===== config.mk =====
export PLATFORM = sky130hd
export DESIGN_NAME = bec_bus_error_capture
export DESIGN_NICKNAME = d
export VERILOG_FILES = /design/src/rtl/bec_pkg.sv /design/src/rtl/bec_sticky_bank.sv /design/src/rtl/bec_capture.sv /design/src/rtl/bec_bus_error_capture.sv
export SDC_FILE = /design/constraint.sdc
export NUM_CORES = 1
export LEC_CHECK = 0
export BUFFER_PORTS_ARGS = -buffer_cell sky130_fd_sc_hd__buf_2
export CAP_MARGIN = 20
export CORE_MARGIN = 1.5
export CORE_UTILIZATION = 29
export DETAILED_ROUTE_END_ITERATION = 10
export PLACE_DENSITY_LB_ADDON = 0.05
export SYNTH_ARGS = -nofsm -noshare
export SYNTH_HDL_FRONTEND = slang
export SYNTH_SLANG_ARGS = --single-unit

===== constraint.sdc =====
create_clock -name clock -period 2.6 [get_ports clock]
set_input_delay 0.65 -clock clock [delete_from_list [all_inputs] [get_ports clock]]
set_output_delay 0.65 -clock clock [all_outputs]
set_load 0.005 [all_outputs]

===== src/rtl/bec_pkg.sv =====
// Function
// - missed read parity flag sets on commander read parity error while bit 16, 17 or 18 is already set
// - command/address parity flags for longwords 0,2,1,3 sit at bits 8,9,40,41
// - data parity flags: even longwords at bits 10-13, odd at 42-45
// - status bits clear by writing one; missed read flag clears at power-up
// - commander write parity error sets bit 16, captures address, raises interrupt
// - quadword command mismatch sets bit 17, captures address, raises interrupt
// - no command mismatch check while this device masters the bus
// - invalid map entry sets bit 18 and captures address; bus reset clears it
// - bits 39:19 and 63:46 of bus error status read zero
// - low capture register holds command/address lines 63 to 0
// - high capture register holds command/address lines 127 to 64
// - writes to capture registers complete without error and change nothing
// - target write data parity error sets bit 0, enabled by control bit 63
// - target address parity error sets bit 1, enabled by control bit 62
// - master read data parity error sets bit 2, enabled by control bit 61
// - parity error pin during own cycle sets bit 3, enabled by bit 60
// - system error pin during own master cycle sets bit 4, enabled by bit 59
// - pci status bits clear by write one, reset, or pci reset control bit
// - own master cycle timeout sets bit 5, enabled by control bit 58
// - non-maskable interrupt pin sets bit 6, enabled by control bit 57
package bec_pkg;
  // ==========================================================
  // register map, byte addresses, low word first
  localparam int ADDR_W = 8;
  localparam logic [7:0] OFS_SB_STAT_LO = 8'h00;
  localparam logic [7:0] OFS_SB_STAT_HI = 8'h04;
  localparam logic [7:0] OFS_CAP_LOW_LO = 8'h08;
  localparam logic [7:0] OFS_CAP_LOW_HI = 8'h0C;
  localparam logic [7:0] OFS_CAP_HIGH_LO = 8'h10;
  localparam logic [7:0] OFS_CAP_HIGH_HI = 8'h14;
  localparam logic [7:0] OFS_PCI_STAT_LO = 8'h18;
  localparam logic [7:0] OFS_PCI_STAT_HI = 8'h1C;
  localparam logic [7:0] OFS_CTRL_LO = 8'h20;
  localparam logic [7:0] OFS_CTRL_HI = 8'h24;
  // ==========================================================
  // bus error status fields
  localparam int SB_MISSED_RD_BIT = 7;
  localparam int SB_CA_EVEN_BASE = 8;
  localparam int SB_DATA_EVEN_BASE = 10;
  localparam int SB_CMDR_WR_BIT = 16;
  localparam int SB_SYNC_BIT = 17;
  localparam int SB_MAP_BIT = 18;
  localparam int SB_CA_ODD_BASE = 40;
  localparam int SB_DATA_ODD_BASE = 42;
  localparam logic [63:0] SB_IMPL_MASK = 64'h0000_3F00_0007_3F80;
  localparam logic [63:0] SB_CAPTURE_MASK = 64'h0000_0000_0007_0000;
  localparam logic [63:0] SB_BUSRST_MASK = 64'h0000_0000_0005_0000;
  localparam logic [63:0] SB_IRQ_MASK = 64'h0000_0000_0003_0000;
  localparam logic [63:0] SB_RESET = 64'h0000_0000_0000_0000;
  // ==========================================================
  // pci error status and control fields
  localparam int PCI_W = 7;
  localparam logic [6:0] PCI_RESET = 7'h00;
  localparam int CTRL_PCI_RST_BIT = 0;
  localparam int CTRL_EN_TOP_BIT = 63;
  localparam logic [63:0] CTRL_WR_MASK = 64'hFE00_0000_0000_0001;
  localparam logic [63:0] CTRL_RESET = 64'h0000_0000_0000_0000;
endpackage : bec_pkg


===== src/rtl/bec_sticky_bank.sv =====
`timescale 1ns/1ns
module bec_sticky_bank #(
  parameter int W = 8,
  parameter logic [W-1:0] RESET_VAL = '0
) (
  input wire logic clock,
  input wire logic rst_n,
  input wire logic [W-1:0] set,
  input wire logic [W-1:0] clr,
  output logic [W-1:0] flags
);
  typedef struct packed {
    logic [W-1:0] flags;
  } bec_sticky_t;

  bec_sticky_t state_r;
  bec_sticky_t state_nxt;

  // a set arriving with its clear is kept
  always_comb begin
    state_nxt = state_r;
    state_nxt.flags = (state_r.flags & ~clr) | set;
  end

  always_ff @(posedge clock) begin
    if (!rst_n) begin
      state_r.flags <= RESET_VAL;
    end else begin
      state_r <= state_nxt;
    end
  end

  assign flags = state_r.flags;
endmodule : bec_sticky_bank


===== src/rtl/bec_capture.sv =====
`timescale 1ns/1ns
module bec_capture (
  input wire logic clock,
  input wire logic rst_n,
  input wire logic caValid,
  input wire logic [127:0] cadIn,
  input wire logic capture,
  output logic [63:0] capLow,
  output logic [63:0] capHigh
);
  typedef struct packed {
    logic [127:0] lastCad;
    logic [127:0] held;
  } bec_capture_t;

  bec_capture_t state_r;
  bec_capture_t state_nxt;

  // lastCad follows every command/address transfer; held freezes on capture
  always_comb begin
    state_nxt = state_r;
    if (caValid) begin
      state_nxt.lastCad = cadIn;
    end
    if (capture) begin
      state_nxt.held = caValid ? cadIn : state_r.lastCad;
    end
  end

  always_ff @(posedge clock) begin
    if (!rst_n) begin
      state_r <= '0;
    end else begin
      state_r <= state_nxt;
    end
  end

  assign capLow = state_r.held[63:0];
  assign capHigh = state_r.held[127:64];
endmodule : bec_capture


===== src/rtl/bec_bus_error_capture.sv =====
`timescale 1ns/1ns
module bec_bus_error_capture (
  input wire logic clock,
  input wire logic rst_n,
  // ==========================================================
  // register bus
  input wire logic psel,
  input wire logic penable,
  input wire logic pwrite,
  input wire logic [7:0] paddr,
  input wire logic [31:0] pwdata,
  output logic [31:0] prdata,
  output logic pready,
  output logic pslverr,
  // ==========================================================
  // system bus side
  input wire logic sysBusReset,
  input wire logic caValid,
  input wire logic [127:0] cadIn,
  input wire logic [3:0] caParErr,
  input wire logic [7:0] dataParErr,
  input wire logic rdDataParErr,
  input wire logic cmdrWrParErr,
  input wire logic cmdMismatch,
  input wire logic selfMaster,
  input wire logic mapFetchInvalid,
  // ==========================================================
  // pci side
  input wire logic pciWrParErr,
  input wire logic pciAddrParErr,
  input wire logic pciRdParErr,
  input wire logic pciPerrN,
  input wire logic pciParticipant,
  input wire logic pciSerrN,
  input wire logic pciMaster,
  input wire logic pciTimeout,
  input wire logic pciNmi,
  // ==========================================================
  // hardware error interrupt
  output logic hwErrIrq
);

  // ==========================================================
  // state
  typedef struct packed {
    logic [31:0] prdata;
    logic pready;
    logic pslverr;
    logic hwErrIrq;
    logic [63:0] ctrl;
  } bec_main_t;

  bec_main_t state_r;
  bec_main_t state_nxt;

  logic [63:0] sbStatus;
  logic [63:0] sbSet;
  logic [63:0] sbClr;
  logic [6:0] pciStatus;
  logic [6:0] pciSet;
  logic [6:0] pciClr;
  logic [6:0] pciEnable;
  logic [63:0] capLow;
  logic [63:0] capHigh;
  logic capLocked;
  logic captureNow;
  logic setupPhase;
  logic writeDone;
  logic wrSbLo;
  logic wrSbHi;
  logic wrPciLo;
  logic wrCtrlLo;
  logic wrCtrlHi;
  logic [63:0] ctrlWrData;
  logic [63:0] parSet;
  logic [63:0] sbIrqSrc;
  logic [6:0] pciIrqSrc;
  logic irqAny;
  logic [31:0] readWordNow;

  // ==========================================================
  // longword index to status bit: even and odd longwords sit in two ranges
  function automatic logic [5:0] lwBit(
    input int lw,
    input int evenBase,
    input int oddBase
  );
    int pos;
    if ((lw % 2) == 0) begin
      pos = evenBase + (lw / 2);
    end else begin
      pos = oddBase + ((lw - 1) / 2);
    end
    return pos[5:0];
  endfunction : lwBit

  // ==========================================================
  // address decode for mapped words
  function automatic logic isMapped(input logic [7:0] a);
    case (a)
      bec_pkg::OFS_SB_STAT_LO,
      bec_pkg::OFS_SB_STAT_HI,
      bec_pkg::OFS_CAP_LOW_LO,
      bec_pkg::OFS_CAP_LOW_HI,
      bec_pkg::OFS_CAP_HIGH_LO,
      bec_pkg::OFS_CAP_HIGH_HI,
      bec_pkg::OFS_PCI_STAT_LO,
      bec_pkg::OFS_PCI_STAT_HI,
      bec_pkg::OFS_CTRL_LO,
      bec_pkg::OFS_CTRL_HI: isMapped = 1'b1;
      default: isMapped = 1'b0;
    endcase
  endfunction : isMapped

  // ==========================================================
  // a completed write to the word at a
  function automatic logic wrHit(
    input logic done,
    input logic [7:0] addr,
    input logic [7:0] a
  );
    return done && (addr == a);
  endfunction : wrHit

  // ==========================================================
  // parity source landing on status bit pos, none for other bits
  function automatic logic parSource(
    input int pos,
    input logic [3:0] ca,
    input logic [7:0] data
  );
    logic hit;
    hit = 1'b0;
    for (int i = 0; i < 4; i++) begin
      if (lwBit(i, bec_pkg::SB_CA_EVEN_BASE, bec_pkg::SB_CA_ODD_BASE) == pos[5:0]) begin
        hit = hit | ca[i];
      end
    end
    for (int i = 0; i < 8; i++) begin
      if (lwBit(i, bec_pkg::SB_DATA_EVEN_BASE, bec_pkg::SB_DATA_ODD_BASE) == pos[5:0]) begin
        hit = hit | data[i];
      end
    end
    return hit;
  endfunction : parSource

  // ==========================================================
  // read data of one word; unmapped words read zero
  function automatic logic [31:0] readWord(
    input logic [7:0] a,
    input logic [63:0] sb,
    input logic [63:0] cl,
    input logic [63:0] ch,
    input logic [6:0] pci,
    input logic [63:0] ctrl
  );
    logic [31:0] w;
    case (a)
      bec_pkg::OFS_SB_STAT_LO: w = sb[31:0];
      bec_pkg::OFS_SB_STAT_HI: w = sb[63:32];
      bec_pkg::OFS_CAP_LOW_LO: w = cl[31:0];
      bec_pkg::OFS_CAP_LOW_HI: w = cl[63:32];
      bec_pkg::OFS_CAP_HIGH_LO: w = ch[31:0];
      bec_pkg::OFS_CAP_HIGH_HI: w = ch[63:32];
      bec_pkg::OFS_PCI_STAT_LO: w = {25'h0000000, pci};
      bec_pkg::OFS_PCI_STAT_HI: w = 32'h0000_0000;
      bec_pkg::OFS_CTRL_LO: w = ctrl[31:0];
      bec_pkg::OFS_CTRL_HI: w = ctrl[63:32];
      default: w = 32'h0000_0000;
    endcase
    return w;
  endfunction : readWord

  assign setupPhase = psel && !penable;
  assign writeDone = psel && penable && state_r.pready && pwrite;

  // ==========================================================
  // write strobes and read word
  assign wrSbLo = wrHit(writeDone, paddr, bec_pkg::OFS_SB_STAT_LO);
  assign wrSbHi = wrHit(writeDone, paddr, bec_pkg::OFS_SB_STAT_HI);
  assign wrPciLo = wrHit(writeDone, paddr, bec_pkg::OFS_PCI_STAT_LO);
  assign wrCtrlLo = wrHit(writeDone, paddr, bec_pkg::OFS_CTRL_LO);
  assign wrCtrlHi = wrHit(writeDone, paddr, bec_pkg::OFS_CTRL_HI);
  assign ctrlWrData = {pwdata, pwdata} & bec_pkg::CTRL_WR_MASK;
  assign readWordNow = readWord(paddr, sbStatus, capLow, capHigh, pciStatus, state_r.ctrl);

  // ==========================================================
  // bus error capture ownership
  // any capture-owning flag freezes the captured address
  assign capLocked = |(sbStatus & bec_pkg::SB_CAPTURE_MASK);

  // ==========================================================
  // parity flags: longword n of each transfer kind lands on its own bit
  genvar gb;
  generate
    for (gb = 0; gb < 64; gb++) begin : g_parSet
      assign parSet[gb] = parSource(gb, caParErr, dataParErr);
    end
  endgenerate

  // ==========================================================
  // bus error status set vector
  always_comb begin
    sbSet = parSet;
    // read parity after full status is already taken
    sbSet[bec_pkg::SB_MISSED_RD_BIT] = rdDataParErr && capLocked;
    sbSet[bec_pkg::SB_CMDR_WR_BIT] = cmdrWrParErr;
    // own transfers come from one chip and cannot lose step
    sbSet[bec_pkg::SB_SYNC_BIT] = cmdMismatch && !selfMaster;
    sbSet[bec_pkg::SB_MAP_BIT] = mapFetchInvalid;
    sbSet = sbSet & bec_pkg::SB_IMPL_MASK;
  end

  // first capture-owning error takes the address; later ones leave it
  assign captureNow = !capLocked && |(sbSet & bec_pkg::SB_CAPTURE_MASK);

  // ==========================================================
  // bus error status clear vector
  always_comb begin
    sbClr = '0;
    if (wrSbLo) begin
      sbClr[31:0] = pwdata;
    end
    if (wrSbHi) begin
      sbClr[63:32] = pwdata;
    end
    if (sysBusReset) begin
      sbClr = sbClr | bec_pkg::SB_BUSRST_MASK;
    end
  end

  bec_sticky_bank #(
    .W(64),
    .RESET_VAL(bec_pkg::SB_RESET)
  ) u_sbFlags (
    .clock(clock),
    .rst_n(rst_n),
    .set(sbSet),
    .clr(sbClr),
    .flags(sbStatus)
  );

  bec_capture u_capture (
    .clock(clock),
    .rst_n(rst_n),
    .caValid(caValid),
    .cadIn(cadIn),
    .capture(captureNow),
    .capLow(capLow),
    .capHigh(capHigh)
  );

  // ==========================================================
  // pci error status
  always_comb begin
    pciSet = '0;
    pciSet[0] = pciWrParErr;
    pciSet[1] = pciAddrParErr;
    pciSet[2] = pciRdParErr;
    // parity error pin is driven by other agents
    pciSet[3] = !pciPerrN && pciParticipant;
    pciSet[4] = !pciSerrN && pciMaster;
    pciSet[5] = pciTimeout && pciMaster;
    pciSet[6] = pciNmi;
  end

  always_comb begin
    pciClr = '0;
    if (wrPciLo) begin
      pciClr = pwdata[6:0];
    end
    if (state_r.ctrl[bec_pkg::CTRL_PCI_RST_BIT]) begin
      pciClr = '1;
    end
  end

  bec_sticky_bank #(
    .W(bec_pkg::PCI_W),
    .RESET_VAL(bec_pkg::PCI_RESET)
  ) u_pciFlags (
    .clock(clock),
    .rst_n(rst_n),
    .set(pciSet),
    .clr(pciClr),
    .flags(pciStatus)
  );

  // enable for pci bit k is control bit 63-k
  genvar g;
  generate
    for (g = 0; g < bec_pkg::PCI_W; g++) begin : g_pciEn
      assign pciEnable[g] = state_r.ctrl[bec_pkg::CTRL_EN_TOP_BIT - g];
    end
  endgenerate

  // ==========================================================
  // interrupt sources: bus flags 16 and 17 always report, pci flags when enabled
  assign sbIrqSrc = sbStatus & bec_pkg::SB_IRQ_MASK;
  assign pciIrqSrc = pciStatus & pciEnable;
  assign irqAny = (|sbIrqSrc) || (|pciIrqSrc);

  // ==========================================================
  // next state: bus answer, control register, interrupt
  always_comb begin
    state_nxt = state_r;
    // one access cycle per transfer, no wait states
    state_nxt.pready = setupPhase;
    state_nxt.pslverr = setupPhase && !isMapped(paddr);
    if (setupPhase) begin
      state_nxt.prdata = readWordNow;
    end else begin
      state_nxt.prdata = 32'h0000_0000;
    end
    // capture words accept writes and ignore them
    if (wrCtrlLo) begin
      state_nxt.ctrl[31:0] = ctrlWrData[31:0];
    end
    if (wrCtrlHi) begin
      state_nxt.ctrl[63:32] = ctrlWrData[63:32];
    end
    if (sysBusReset) begin
      state_nxt.ctrl = bec_pkg::CTRL_RESET;
    end
    // stays high while any enabled flag remains set
    state_nxt.hwErrIrq = irqAny;
  end

  always_ff @(posedge clock) begin
    if (!rst_n) begin
      state_r.prdata <= 32'h0000_0000;
      state_r.pready <= 1'b0;
      state_r.pslverr <= 1'b0;
      state_r.hwErrIrq <= 1'b0;
      state_r.ctrl <= bec_pkg::CTRL_RESET;
    end else begin
      state_r <= state_nxt;
    end
  end

  assign prdata = state_r.prdata;
  assign pready = state_r.pready;
  assign pslverr = state_r.pslverr;
  assign hwErrIrq = state_r.hwErrIrq;
endmodule : bec_bus_error_capture


---- Word-level counts from Yosys, hierarchy flattened ----
Index checks and enable logic that the tools add are counted.
word-level totals
  logic and storage cells ................. 66
  flip-flop bits (word level) ............. 370
  input bits .............................. 201
  memories kept ........................... 0
  bits in latches ......................... 0
  output and inout port bits .............. 35
  RAM bits ................................ 0
  memory bits (read-only) ................. 0
operators by class
  divide/modulo/power cells ............... 0
  multiplexer cells ....................... 8
  bitwise gates (word level) .............. 8
  add/subtract/negate cells ............... 0
  shift operators ......................... 0
  multipliers ............................. 0
  reductions and logical operators ........ 31
  magnitude comparators ................... 0
  equal/unequal tests ..................... 9
operator list
  cell                  count
  $pmux W32 S9          1
  $mux W128             1
  $and A64 B64 Y64      1
  $mux W32              2
  $not A64 Y64          1
  $or A64 B46 Y64       1
  $eq A8 B5 Y1 const B  4
  $mux W19              1
  $eq A8 B4 Y1 const B  2
  $eq A8 B6 Y1 const B  2
  $logic_and A1 B1 Y1   16
  $and A7 B7 Y7         2
  $mux W7               2
  $reduce_or A10 Y1     1
  $eq A8 B3 Y1 const B  1
  $logic_not A8 Y1      1
  $not A7 Y7            1
  $or A7 B7 Y7          1
  $reduce_or A7 Y1      1
  $logic_not A1 Y1      6
  $reduce_or A3 Y1      2
  $reduce_or A2 Y1      2
  $reduce_and A2 Y1     1
  $logic_or A1 B1 Y1    1
  2 further kinds       2

---- Longest topological paths before layout ----
Gate-level depths: netlist of run 1.
  depth after elaboration ................. 9
  depth in mapped cells ................... 8
  mapped depth without buffers ............ 5

---- Modules after synthesis ----
A second synthesis of run 1 with hierarchy kept.
second synthesis, totals
  cells, all modules ...................... 1588
  area, all modules ....................... 15717.6 µm²
by module, submodules not included
  module                         cells an instance  times used  area each (µm²)  sequential area each (µm²)
  bec_capture                    966                1           9948.3           5124.9
  bec_bus_error_capture          402                1           3291.9           860.8
  bec_sticky_bank at u_sbFlags   199                1           2240.9           1281.2
  bec_sticky_bank at u_pciFlags  21                 1           236.5            140.1

---- Worst setup path after synthesis of run 1 ----
Ideal clock, no wire load.
  path type ............................... input to register
  start ................................... in paddr[3]
  end ..................................... reg, netlist name u_sbFlags.flags[10]
  setup time .............................. 128 ps
  cell stages on the path ................. 7
  path buffers ............................ 2
  data arrival time ....................... 1973 ps
  data required time ...................... 2472 ps
  path slack .............................. 499 ps
  path through ............................ buf_2 > or4_1 > nor3_4 > buf_4 > nand2_1 > a21oi_1 > nor2_1
between the ends
  cells in the longest elaborated chain, start to end .. 7
ends and longest elaborated chain
  item                 RTL line                      RTL
  start, declared      bec_bus_error_capture.sv:10   input wire logic [7:0] paddr,
  $logic_not A8 Y1     bec_bus_error_capture.sv:122  return done && (addr == a);
  $logic_and A1 B1 Y1  bec_bus_error_capture.sv:122
  $mux W32             bec_bus_error_capture.sv:221  if (wrSbLo) begin
  $mux W19             bec_bus_error_capture.sv:227  if (sysBusReset) begin
  $not A64 Y64         bec_sticky_bank.sv:22         state_nxt.flags = (state_r.flags & ~clr) | set;
  $and A64 B64 Y64     bec_sticky_bank.sv:22
  $or A64 B46 Y64      bec_sticky_bank.sv:22
Every way passes these cells.
A chain may end at the register's enable or synchronous reset.

---- Final worst setup path of run 1 ----
  start ................................... in paddr[5]
  end ..................................... reg, netlist name u_sbFlags.flags[40]
between the ends
  cells in the longest elaborated chain, start to end .. 6
ends and longest elaborated chain
  item                 RTL line                      RTL
  $eq A8 B3 Y1         bec_bus_error_capture.sv:122
  $logic_and A1 B1 Y1  bec_bus_error_capture.sv:122
  $mux W32             bec_bus_error_capture.sv:224  if (wrSbHi) begin
  $not A64 Y64         bec_sticky_bank.sv:22
  $and A64 B64 Y64     bec_sticky_bank.sv:22
  $or A64 B46 Y64      bec_sticky_bank.sv:22
Every way passes these cells.

==> reports/qor.csv, run 1 <==
stage;metric;value;unit
setup_path;critical path's slowest cell;or4_1;
logic_synthesis;EDFF count, synth;0;
route;DRC viols;0;
setup_path;WP data arrival;2.33;ns
sta;Slew HR;0.4696;
logic_synthesis;Yosys reg bits;370;
sta;Fin. Hold Viols;0;
cts;clock latency on the worst-skew pair;0.57;ns
layout;Fillers;4872;
hold_path;Min-Delay Path Class;primary input to flop;
floorplanning;full die area;0.05018;mm²
logic_synthesis;Synth Cell Area;0.01417;mm²
route;Post-DRT Antenna Nets;0;
setup_path;WS Path Type;primary input to flop;
sta;Final Slew Violations;0;
logic_synthesis;top-count cell post-synth;dfxtp_1;
logic_synthesis;ys flop type;dfxtp_1;
logic_synthesis;Syn Inst Count;1493;
floorplanning;Initial Util;0.2955;
run_status;status;finished, final reports clean;
sta;worst slew pin tran;0.7956;ns
sta;Sum Neg Setup Slack;0;ns
floorplanning;Boundary Pins;236;
logic_synthesis;syn_nets;1694;
logic_synthesis;top cell type's share of synthesized area;0.5229;
placement;dpl cell area;0.01624;mm²
cts;number of buffers created by CTS;43;
layout;layout cells sized above 1;0.2363;
global_route;initial antenna violation count;5;
cts;CTS clk-pin slew, worst paths;0.06;ns
logic_synthesis;Ys Warns;0;
route;vias;11460;
sta;Layout Skew;0.01381;ns
cts;CTS tree;built;
route;Iter 0 DRT Violations;830;
job;Max Cap Viol;0;
cts;Root Buffer;clkbuf_16;
cts;Clock H-tree levels;2;
cts;Post-CTS Hold Buffers;0;
sta;Final period util;0.7215;
global_route;total global-route track usage;0.2017;
setup_path;WP data required;3.05;ns
pwr;pwr/cell area;769.3;mW/mm²
cts;CTS Sinks;370;
setup_path;CP max FO;17;
layout;Ant. Diodes;0;
cts;CTS max path bufs;3;
sta;# setup viols final;0;
setup_path;CP Capture Type;flop;
pwr;peak supply drop;446.1;µV
logic_synthesis;dominant cells by area after synthesis;dfxtp_1, mux2i_1, nor2_1;
setup_path;worst path cell trace;buf_2 > or4_1 > nor3_4 > buf_12 > a21boi_0 > o21a_1;
global_route;first-pass GRT wire length;74180;µm
logic_synthesis;sequential area share after synthesis;0.5229;
floorplanning;row count;80;
layout;nets;1904;
setup_path;crit start category;primary input;
placement;RePlAce Congestion;0.8538;
placement;number of port buffers;235;
cts;postcts setup bufs;0;
logic_synthesis;synth cell count leaders;dfxtp_1, nor2_1, mux2i_1;
floorplanning;Die W;224.0;µm
layout;area delta synth->final;24.42;%
layout;Finished Cell Area;0.01763;mm²
logic_synthesis;number of distinct library cells after synthesis;52;
cts;Resize count post-CTS;0;
pwr;Static Leak;7.284;nW
logic_synthesis;Async SR Flop Fraction;0;
sta;final worst path period need;1.876;ns
route;vias per std cell;4.877;
route;drt wl/cell;21.83;µm
placement;DPL Wire Length;38330;µm
setup_path;worst stage delay on the critical path;0.72;ns
logic_synthesis;most area-hungry cell type in the Yosys netlist;dfxtp_1;
sta;Max Clock Freq;0.5331;GHz
floorplanning;Core ar.;0.04795;mm²
sta;RSZ-0062 raised after global routing;false;
route;drt total wl;51310;µm
layout;post-layout util;0.3676;
logic_synthesis;mean post-synth cell area;9.488;µm²
route;First-pass DRT Iterations;6;
global_route;vias in the first global route;11050;
global_route;largest net degree at the start of global routing;145;
floorplanning;Chip Height;224.0;µm
global_route;GRT overflow;0;
where the power goes:
| part | internal (mW) | switching, mW |
|---|---|---|
| combinational | 0.554 | 0.781 |
| clock | 3.49 | 2.47 |
| sequential | 6.02 | 0.246 |
| total | 10.1 | 3.49 |
cells in the final DEF (no fill, tap or decap), types with 5 or more instances in the layout:
master / n
a211oi_1: 133
a22oi_1: 30
mux2i_1: 152
clkbuf_8: 10
dfxtp_1: 370
o21ai_0: 27
o21a_1: 10
nand2_1: 98
buf_2: 234
a21oi_1: 96
o22ai_1: 6
clkbuf_16: 44
buf_4: 64
clkinv_2: 11
a22o_1: 9
nor2_1: 300
nand2b_1: 7
clkbuf_1: 7
mux2_2: 7
a222oi_1: 10
nand3_1: 15
mux4_2: 5
buf_12: 17
cells by family after synthesis:
| logic type | Yosys count | share of synthesized area |
|---|---|---|
| AND/OR/NAND/NOR | 453 | 0.1340 |
| flip-flops | 370 | 0.5229 |
| AO/OA/AOI/OAI | 350 | 0.1676 |
| multiplexers | 164 | 0.1209 |
| buffers and inverters | 156 | 0.05458 |
cell type report:
cell class / instances / area [µm²] / share of cell area
tap: 615 / 769.5 / 0.04366
clock buffer: 61 / 1265 / 0.07177
multi-input combinational: 967 / 6030 / 0.3421
inverter: 5 / 26.28 / 0.001491
timing repair buffer: 316 / 2003 / 0.1137
sequential: 370 / 7407 / 0.4202
clock inverter: 16 / 125.1 / 0.007099
worst paths after layout:
kind / slack (ns) / to / depth (start not counted) / start
setup / recovery: 0.72 / u_sbFlags.flags[40] / 6 / paddr[5]
hold / removal: 0.26 / u_sbFlags.flags[47] / 2 / pwdata[15]
hold reg to reg: 0.43 / u_sbFlags.flags[21] / 2 / u_sbFlags.flags[21]
setup reg to reg: 0.85 / u_capture.capHigh[47] / 5 / u_sbFlags.flags[17]
registers in the layout (all words and copies together) (netlist names):
signal / cells
pslverr: 1
prdata: 32
u_sbFlags.flags: 64
pciEnable: 7
u_pciFlags.flags: 7
pready: 1
u_capture.state_r: 128
u_capture.capHigh: 64
u_capture.capLow: 64
hwErrIrq: 1
state_r: 1
critical path: cells and delay by family:
family                 cells  cell delay [ns]
AO/OA/AOI/OAI              2             0.27
buffers and inverters      2             0.35
AND/OR/NAND/NOR            2             1.05
per-layer routing:
layer,share of wire,GRT usage
met3,0.051,0.03437
met4,0.022,0.05776
met2,0.45,0.3185
met5,0.0011,0
met1,0.47,0.2816
through the flow:
step / hold slack [ns] / total power [mW] / cells / worst slack, ns
3_3_place_gp: 0.4148 / 7.743 / 2273 / 0.1244
5_1_grt: 0.2513 / 14.14 / 2350 / 0.6263
2_1_floorplan: 0.4072 / 7.069 / 1493 / 0.4992
4_1_cts: 0.2246 / 13.78 / 2350 / 0.7403
6_report: 0.2604 / 13.56 / 2350 / 0.7241
3_5_place_dp: 0.4229 / 7.754 / 2273 / 0.1467
No activity file was read; power rests on OpenSTA's default activity.
==> inputs of run 2 (changes only) <==
clock period = 1.9 ns   (was 2.6 ns; I/O delays follow)
==> reports/qor.csv, run 2 (synthesis gave the netlist of run 1 again) <==
stage;metric;value;unit
setup_path;worst reg2reg path depth;5;
cts;Clock H-tree levels;2;
layout;layout cells sized above 1;0.2667;
cts;CTS tree;built;
setup_path;critical path's most frequent cell;buf_4;
cts;CTS Sinks;370;
route;metal2 WL;24030;µm
route;vias per std cell;4.830;
pwr;Static Leak;7.706;nW
sta;Sum Neg Setup Slack;0;ns
sta;final worst path period need;1.692;ns
global_route;total global-route track usage;0.2081;
layout;nets;1980;
cts;Post-CTS Hold Buffers;0;
sta;Fin. Hold Viols;0;
floorplanning;Initial Util;0.2955;
setup_path;worst path cell trace;buf_2 > buf_12 > nor2_1 > nand3b_1 > buf_4 > nor3_4 > buf_4 > a21oi_1 > o21a_1;
setup_path;worst stage delay on the critical path;0.29;ns
route;Post-DRT Antenna Nets;0;
layout;commonest non-fill, non-tap cell in the layout;dfxtp_1;
sta;Final period util;0.8904;
layout;Fillers;4844;
floorplanning;row count;80;
cts;CTS clk-pin slew, worst paths;0.06;ns
job;Max Cap Viol;0;
layout;sequential standard cell area;0.007407;mm²
floorplanning;full die area;0.05018;mm²
placement;DPL Wire Length;40190;µm
sta;Layout Skew;0.01419;ns
route;metal1 wirelength;24790;µm
layout;multi-input logic area;0.006033;mm²
route;Iter 0 DRT Violations;772;
setup_path;CP max FO;7;
cts;postcts setup bufs;0;
cts;clock latency on the worst-skew pair;0.57;ns
sta;worst slew pin tran;0.6001;ns
sta;Final Slew Violations;0;
global_route;initial antenna violation count;5;
cts;number of buffers created by CTS;44;
setup_path;WS Path Type;primary input to flop;
route;drt total wl;52830;µm
setup_path;WP data arrival;2.15;ns
route;drt wl/cell;21.78;µm
pwr;pwr/cell area;1037;mW/mm²
floorplanning;Boundary Pins;236;
sta;RSZ-0062 raised after global routing;false;
cts;Root Buffer;clkbuf_16;
cts;Resize count post-CTS;0;
sta;# setup viols final;0;
pwr;peak supply drop;674.1;µV
floorplanning;Core ar.;0.04795;mm²
placement;RePlAce Congestion;0.9290;
setup_path;CP Capture Type;flop;
setup_path;crit start category;primary input;
floorplanning;Chip Height;224.0;µm
setup_path;WP data required;2.36;ns
sta;Max Clock Freq;0.5911;GHz
floorplanning;Die W;224.0;µm
placement;pre-CTS setup slack;-0.3841;ns
sta;Slew HR;0.5885;
route;Max Used Layer;met5;
layout;Biggest register;u_capture.state_r;
route;First-pass DRT Iterations;5;
route;vias;11720;
hold_path;Min-Delay Path Class;primary input to flop;
hold_path;hold depth;2;
layout;Finished Cell Area;0.01834;mm²
sta;final setup margin;0.2083;ns
pwr;Final Total Pwr;19.01;mW
route;DRC viols;0;
global_route;GRT overflow;0;
layout;post-layout util;0.3824;
global_route;first-pass GRT wire length;76560;µm
setup_path;critical path's slowest cell;nor2_1;
placement;number of port buffers;235;
route;wire length on met3;2782;µm
layout;area delta synth->final;29.43;%
global_route;largest net degree at the start of global routing;112;
layout;most frequent cells in the layout;dfxtp_1, nor2_1, buf_2;
cts;CTS max path bufs;3;
global_route;vias in the first global route;11600;
layout;Ant. Diodes;0;
placement;dpl cell area;0.01689;mm²
run_status;status;finished, final reports clean;
layout;max reg flops;128;
==> run 2: cell count changes in the layout (fill, tap and decap cells not counted), sizes merged <==
cell,change
clkinvlp,-1
inv,+1
clkbuf,+4
clkinv,-5
bufinv,+2
buf,+75
==> run 2: through the flow <==
step | hold WS (ns) | std cells
after detailed placement | 0.4214 | 2348
after CTS | 0.06133 | 2426
after global routing | 0.07220 | 2426
final | 0.09568 | 2426
after global placement | 0.4147 | 2348
after floorplan | 0.4072 | 1493
==> run 2: routing by layer <==
| metal | GRT usage | up-vias |
|---|---|---|
| met4 | 0.05602 | 8 |
| met1 | 0.2881 | 5502 |
| met5 | 0 | - |
| li1 | - | 5833 |
| met3 | 0.03935 | 80 |
| met2 | 0.3303 | 295 |
==> run 2: worst max-delay path: cells and delay by family <==
family	cells	cell delay, ns
AOI/OAI and AO/OA	2	0.24
buffers and inverters	4	0.71
and+or+nand+nor	3	0.71
==> run 2: cell type report <==
| class | instances | share of cell area |
|---|---|---|
| multi-input combinational | 967 | 0.3291 |
| inverter | 5 | 0.001433 |
| sequential | 370 | 0.4040 |
| timing repair buffer | 391 | 0.1447 |
| clock buffer | 65 | 0.07042 |
| tap | 615 | 0.04197 |
| clock inverter | 13 | 0.008394 |
==> run 2: final timing paths <==
check                                    startpoint                  end  slack, ns
worst min register to register  u_sbFlags.flags[25]  u_sbFlags.flags[25]       0.43
worst min-delay path                     pwdata[14]  u_sbFlags.flags[46]        0.1
worst max-delay path                       paddr[1]  u_pciFlags.flags[2]       0.21
worst max register to register  u_sbFlags.flags[40]            prdata[8]       0.24
==> run 2: report_power, final <==
part	total, mW	switching [mW]	internal (mW)
registers	8.57	0.323	8.24
logic	1.98	1.13	0.848
clock network	8.47	3.37	5.10
